===== config.mk =====
export PLATFORM = sky130hd
export DESIGN_NAME = eel_logger
export DESIGN_NICKNAME = d
export VERILOG_FILES = /design/src/eel_pkg.sv /design/src/eel_prio_sel.sv /design/src/eel_logger.sv
export SDC_FILE = /design/constraint.sdc
export NUM_CORES = 1
export LEC_CHECK = 0
export ABC_AREA = 1
export BUFFER_PORTS_ARGS = -buffer_cell sky130_fd_sc_hd__buf_4
export CAP_MARGIN = 0
export CORE_MARGIN = 3
export CORE_UTILIZATION = 35
export DETAILED_ROUTE_END_ITERATION = 10
export GPL_TIMING_DRIVEN = 0
export PLACE_DENSITY = 0.66
export SLEW_MARGIN = 10
export SYNTH_ARGS = -nofsm -noshare
export SYNTH_HDL_FRONTEND = slang
export SYNTH_SLANG_ARGS = --single-unit

===== constraint.sdc =====
create_clock -name CLK_I -period 1.4 [get_ports CLK_I]
set_input_delay 0.07 -clock CLK_I [delete_from_list [all_inputs] [get_ports CLK_I]]
set_output_delay 0.07 -clock CLK_I [all_outputs]
set_load 0.005 [all_outputs]

===== src/eel_pkg.sv =====
/*
  constants for the channel ecc error logger: log layout, offset, reset value.
  assumes a single controller clock and a read-only 64-bit log view.
*/
package eel_pkg;
  localparam logic [11:0] LOG_OFFSET     = 12'h280;
  localparam logic [63:0] LOG_RESET      = 64'h0;
  localparam int          QW_COUNT       = 4;
  localparam int          SYN_W          = 8;
  localparam int          COL_W          = 16;
  localparam int          ROW_W          = 16;
  localparam int          BANK_W         = 3;
  localparam int          RANK_W         = 2;
  localparam int          COL_LSB        = 48;
  localparam int          ROW_LSB        = 32;
  localparam int          BANK_LSB       = 29;
  localparam int          RANK_LSB       = 27;
  localparam int          SYN_LSB        = 16;
  localparam int          UNCORR_BIT     = 1;
  localparam int          CORR_BIT       = 0;

  typedef enum logic [1:0] {
    EEL_NONE   = 2'b00,
    EEL_CORR   = 2'b01,
    EEL_UNCORR = 2'b10
  } eel_kind_t;
endpackage : eel_pkg


===== src/eel_prio_sel.sv =====
/*
  picks the syndrome of one transfer by quadword priority.
  assumes per-quadword error strobes and syndromes valid in the same cycle.
*/
`timescale 1ns/100ps
module eel_prio_sel (
  input  wire logic [eel_pkg::QW_COUNT-1:0]               uncorr_i,
  input  wire logic [eel_pkg::QW_COUNT-1:0]               corr_i,
  input  wire logic [eel_pkg::QW_COUNT*eel_pkg::SYN_W-1:0] syn_i,
  output eel_pkg::eel_kind_t                             kind_o,
  output logic      [eel_pkg::SYN_W-1:0]                 syn_o
);
  // -----------------------------------------------------------------
  // priority pick
  // -----------------------------------------------------------------
  // [RL5] uncorrectable first
  always_comb begin
    kind_o = eel_pkg::EEL_NONE;
    syn_o  = '0;
    for (int i = eel_pkg::QW_COUNT-1; i >= 0; i--) begin
      if (corr_i[i]) begin
        kind_o = eel_pkg::EEL_CORR;
        syn_o  = syn_i[i*eel_pkg::SYN_W +: eel_pkg::SYN_W];
      end
    end
    for (int i = eel_pkg::QW_COUNT-1; i >= 0; i--) begin
      if (uncorr_i[i]) begin
        kind_o = eel_pkg::EEL_UNCORR;
        syn_o  = syn_i[i*eel_pkg::SYN_W +: eel_pkg::SYN_W];
      end
    end
  end
endmodule : eel_prio_sel


===== src/eel_logger.sv =====
/*
  channel ecc error log: captures the first error after software clears the
  central flags, with multi-bit errors overriding single-bit data.
  assumes the ecc checker reports one transfer per cycle with its address,
  and that central status logic pulses a clear per flag.
*/
// How it works
// [RL1] capture only while the channel runs with ecc enabled
// [RL2] after clear, log the first single or multi-bit error address
// [RL3] multi-bit error overwrites logged single-bit address and syndrome
// [RL4] fields frozen while a flag is set, except multi over single
// [RL5] syndrome priority: uncorrectable qw0..3, then correctable qw0..3
// [RL6] column address sits in log bits 63:48
// [RL7] row address sits in log bits 47:32
// [RL8] three-bit bank address sits in log bits 31:29
// [RL9] rank code in bits 28:27, ranks 0-1 module 0, 2-3 module 1
// [RL10] eight-bit syndrome of chosen quadword in bits 23:16
// [RL11] bit 1 set on uncorrectable error, fields logged and locked
// [RL12] bit 0 set on correctable error, fields locked against single errors
// [RL13] flags clear only on central clear indication; log read-only
// [RL14] unused bits read zero, whole log resets to zero
`timescale 1ns/100ps
module eel_logger (
  input  wire logic                                        CLK_I,
  input  wire logic                                        RST_I,
  input  wire logic                                        ECC_EN_I,
  input  wire logic [eel_pkg::QW_COUNT-1:0]                UNCORR_I,
  input  wire logic [eel_pkg::QW_COUNT-1:0]                CORR_I,
  input  wire logic [eel_pkg::QW_COUNT*eel_pkg::SYN_W-1:0] SYN_I,
  input  wire logic [eel_pkg::COL_W-1:0]                   COL_I,
  input  wire logic [eel_pkg::ROW_W-1:0]                   ROW_I,
  input  wire logic [eel_pkg::BANK_W-1:0]                  BANK_I,
  input  wire logic [eel_pkg::RANK_W-1:0]                  RANK_I,
  input  wire logic                                        CLR_UNCORR_I,
  input  wire logic                                        CLR_CORR_I,
  output logic      [63:0]                                 LOG_O
);
  eel_pkg::eel_kind_t          kind;
  logic [eel_pkg::SYN_W-1:0]  pick_syn;
  logic                        uflag_q, uflag_d, cflag_q, cflag_d;
  logic [eel_pkg::COL_W-1:0]  col_q, col_d;
  logic [eel_pkg::ROW_W-1:0]  row_q, row_d;
  logic [eel_pkg::BANK_W-1:0] bank_q, bank_d;
  logic [eel_pkg::RANK_W-1:0] rank_q, rank_d;
  logic [eel_pkg::SYN_W-1:0]  syn_q, syn_d;
  logic                        load;
  logic [63:0]                 log_d;

  eel_prio_sel u_sel (
    .uncorr_i (UNCORR_I),
    .corr_i   (CORR_I),
    .syn_i    (SYN_I),
    .kind_o   (kind),
    .syn_o    (pick_syn)
  );

  // -----------------------------------------------------------------
  // log image
  // -----------------------------------------------------------------
  // [RL14] unused bits read zero
  function automatic logic [63:0] pack_log(
    input logic [eel_pkg::COL_W-1:0]  col,
    input logic [eel_pkg::ROW_W-1:0]  row,
    input logic [eel_pkg::BANK_W-1:0] bank,
    input logic [eel_pkg::RANK_W-1:0] rank,
    input logic [eel_pkg::SYN_W-1:0]  syn,
    input logic                       uflag,
    input logic                       cflag
  );
    logic [63:0] img;
    img = '0;
    // [RL6] column field
    img[eel_pkg::COL_LSB +: eel_pkg::COL_W]   = col;
    // [RL7] row field
    img[eel_pkg::ROW_LSB +: eel_pkg::ROW_W]   = row;
    // [RL8] bank field
    img[eel_pkg::BANK_LSB +: eel_pkg::BANK_W] = bank;
    // [RL9] rank field
    img[eel_pkg::RANK_LSB +: eel_pkg::RANK_W] = rank;
    // [RL10] syndrome field
    img[eel_pkg::SYN_LSB +: eel_pkg::SYN_W]   = syn;
    // [RL11] [RL12] flag bits
    img[eel_pkg::UNCORR_BIT]                  = uflag;
    img[eel_pkg::CORR_BIT]                    = cflag;
    return img;
  endfunction : pack_log

  // -----------------------------------------------------------------
  // capture and flags
  // -----------------------------------------------------------------
  always_comb begin
    uflag_d = uflag_q;
    cflag_d = cflag_q;
    col_d   = col_q;
    row_d   = row_q;
    bank_d  = bank_q;
    rank_d  = rank_q;
    syn_d   = syn_q;
    load    = 1'b0;
    // [RL13] central clear indication
    // the clear acts first so that a set in the same cycle wins
    if (CLR_UNCORR_I) uflag_d = 1'b0;
    if (CLR_CORR_I) cflag_d = 1'b0;
    // [RL1] ecc gating, [RL2] [RL4] lock while flagged
    if (ECC_EN_I) begin
      // [RL11] [RL3] uncorrectable logs unless already locked by one
      if (kind == eel_pkg::EEL_UNCORR) begin
        uflag_d = 1'b1;
        load    = !uflag_q;
      end else if (kind == eel_pkg::EEL_CORR) begin
        // [RL12] single-bit only logs when nothing is locked
        cflag_d = 1'b1;
        load    = !uflag_q && !cflag_q;
      end
    end
    // set wins over a same-cycle clear, but the old flag still blocks the load
    if (load) begin
      col_d  = COL_I;
      row_d  = ROW_I;
      bank_d = BANK_I;
      rank_d = RANK_I;
      syn_d  = pick_syn;
    end
    log_d = pack_log(col_d, row_d, bank_d, rank_d, syn_d, uflag_d, cflag_d);
  end

  // -----------------------------------------------------------------
  // registers
  // -----------------------------------------------------------------
  always_ff @(posedge CLK_I) begin
    if (RST_I) begin
      uflag_q <= 1'b0;
      cflag_q <= 1'b0;
      col_q   <= '0;
      row_q   <= '0;
      bank_q  <= '0;
      rank_q  <= '0;
      syn_q   <= '0;
      LOG_O   <= eel_pkg::LOG_RESET;
    end else begin
      uflag_q <= uflag_d;
      cflag_q <= cflag_d;
      col_q   <= col_d;
      row_q   <= row_d;
      bank_q  <= bank_d;
      rank_q  <= rank_d;
      syn_q   <= syn_d;
      LOG_O   <= log_d;
    end
  end
endmodule : eel_logger


==> flow_summary.yaml <==
status:
  status: "finished clean"
route:
  drtAntennaViolNets: 0
  totalWireLength_um: 7450
  drt-pass1-iter-count: 4
  via_per_inst: 4.57
  drc: 0
  vias: 2713
  drt_iter0_markers: 105
  wl_per_cell_um: 12.5
clock_network:
  cts_buffers: 5
  clock_latency_ps: 290
  cts_resized: 0
  clk_path_buf_depth: 2
  cts_tree: "done"
  path_clk_slew_ps: 90
  cts.sinks: 47
  htreeDepth: 2
  root_buffer: "clkbuf_8"
sta:
  rsz0062_at_grt: "false"
  setup_slack_ps: 213
  hold_viol: 0
  max_slew_margin_pct: 66.6
  finalSetupTns_ps: 0
  fmaxAchievable_mhz: 843
  fin_crit_sh_pct: 84.8
  final_max_slew_viol_count: 0
  skew_ps: 8.85
  worstMarginPinSlew_ps: 500
  setup_viol: 0
  period_needed_ps: 1190
synthesis:
  syn_avg_cell_area_um2: 7.22
  syn_area_um2: 2530
  synth_top_area_share_pct: 37.2
  synth_top_area_cell: "dfxtp_1"
  synthCells: 350
  yosys_warnings: 0
  synth_cell_type_count: 24
  ys_ff_latch: 47
  synth.area.top_cells: "dfxtp_1 (37%), a21oi_1 (13%), inv_1 (8.9%)"
  yosysSeqAreaShare_pct: 37.2
placed_design:
  pre_cts_ws_ps: 95.7
  hpwl_um: 5750
  dp_cells: 586
  port_buffers: 124
  gp_congestion: 0.864
critical_path:
  crit_family: "flip-flops"
  crit_arrival_ps: 1370
  worstPathCellList: "inv_1 > nand2_1 > nand2_2 > nand3b_4 > buf_6 > a21oi_1 > a21oi_1"
  crit_top_cell: "a21oi_1"
  cp.buffers_inverters: 2
  critical_path_class: "flop to flop"
  cp_slowest_stage_delay_ps: 330
  cp-start-kind: "flop"
  crit_path_max_fanout: 10
  worstPathRequired_ps: 1590
  slowest_stage: "dfxtp_1"
  endpoint_kind: "flop"
final_layout:
  area_growth_pct: 47.6
  largest_registers: "LOG_O x47"
  fin_cells: 594
  largest_reg_flops: 47
  drive_gt1_share_pct: 36.7
  layout_common_cells: "buf_4 (146), a21oi_1 (64), inv_1 (60)"
  final_common_cell: "buf_4"
  num_antenna_cells: 0
  top_register: "LOG_O"
  finish.net_count: 580
power:
  power_mw: 3.14
  switching_share_pct: 28.3
  p_seq_share_pct: 47.6
  p_comb_share_pct: 27.2
  ir_drop_mv: 0.345
  powerDensity_nw_per_um2: 843
  p_clk_share_pct: 25.2
  internal_power_mw: 2.25
  p_leak_nw: 1.86
  switchingPower_mw: 0.891
floorplan:
  row_count: 30
  die_w_um: 91.0
  die-area_um2: 8280
  core_area_um2: 6910
  die_y_um: 91.0
  ios: 146
  start_util_pct: 36.6
flow_run:
  maxCapViolCount: 0
global_routing:
  grt_usage_pct: 17.6
  grt_max_degree: 15
  grt_first_pass_wirelength_um: 12100
  antenna_found_initial: 0
  grt_pass1_vias: 2451
  overflow: 0
min_path:
  hold_class: "input pin to flop"
metrics by stage:
stage                     hold WS, ps  area [um^2]  utilization [%]
after detailed placement          267         3640             52.7
after global placement            261         3640             52.7
after global routing             14.6         3730             54.0
final                            16.5         3730             54.0
after CTS                        9.65         3730             54.0
after floorplan                   139         2590                -
cells by family (layout without fill, tap and decap cells):
logic type | count (synthesis) | in the layout | synth area share [%]
other | 1 | 17 | 0.148
buffers and inverters | 100 | 232 | 20.2
DFF | 47 | 47 | 37.2
and+or+nand+nor | 59 | 59 | 10.9
AOI/OAI and AO/OA | 143 | 143 | 31.4
Yosys cell counts:
| library cell | number |
|---|---|
| o21ai_1 | 37 |
| buf_2 | 5 |
| o21ai_0 | 21 |
| clkbuf_1 | 5 |
| buf_6 | 6 |
| nand2_2 | 3 |
| nand3b_4 | 1 |
| dfxtp_1 | 47 |
| inv_4 | 1 |
| inv_1 | 60 |
| a21oi_1 | 64 |
| nor2_1 | 5 |
| o21bai_1 | 7 |
| a21boi_0 | 7 |
| nand2_1 | 43 |
| inv_2 | 1 |
| nor2_2 | 3 |
| conb_1 | 1 |
| o221a_2 | 7 |
| buf_4 | 22 |
| nor2_4 | 1 |
| or2_2 | 1 |
| nor3_4 | 1 |
| nand3_1 | 1 |
power by group through the flow:
stage / Sequential (mW) / Combinational (mW) / Clock [mW]
floorplan: 1.54 / 0.403 / 0
global placement: 1.52 / 0.842 / 0
detailed placement: 1.53 / 0.851 / 0
CTS: 1.50 / 0.857 / 0.823
global route: 1.51 / 0.950 / 0.888
finish: 1.50 / 0.854 / 0.793
final timing paths:
path	from	to	slack [ps]	cells past startpoint
worst max register to register	LOG_O[0]	LOG_O[20]	210	7
worst min register to register	LOG_O[63]	LOG_O[63]	450	2
worst min-delay path	CLR_UNCORR_I	LOG_O[1]	20	4
worst max-delay path	LOG_O[0]	LOG_O[20]	210	7
worst register-to-register path: stages (launching register included):
cell and delay (ps):
dfxtp_1 330, inv_1 60, nand2_1 60, nand2_2 80
nand3b_4 160, buf_6 200, a21oi_1 120, a21oi_1 80
cell type report:
cell class	count	area (um^2)
Fill cell	709	3180
Multi-Input combinational cell	219	1130
Sequential cell	47	941
Timing Repair Buffer	125	941
Buffer	38	277
Inverter	62	235
Tap cell	96	120
Clock buffer	5	68.8
Clock inverter	2	13.8
per-layer routing:
layer / routed length [um] / track usage [%] / share of wire (%) / vias to the layer above
met3: 613 / 4.23 / 8.2 / 10
met1: 3260 / 23.5 / 44 / 1184
met4: 128 / 5.03 / 1.7 / 0
li1: - / - / - / 1398
met2: 3450 / 28.3 / 46 / 121
met5: 0 / 0 / 0 / -
repair_timing:
action	CTS	global route
endpoints found under the setup margin	0	0
hold buffers	1	0
hold endpoints to repair	3	0
setup buffers	0	0
(Power assumes the default switching activity.)
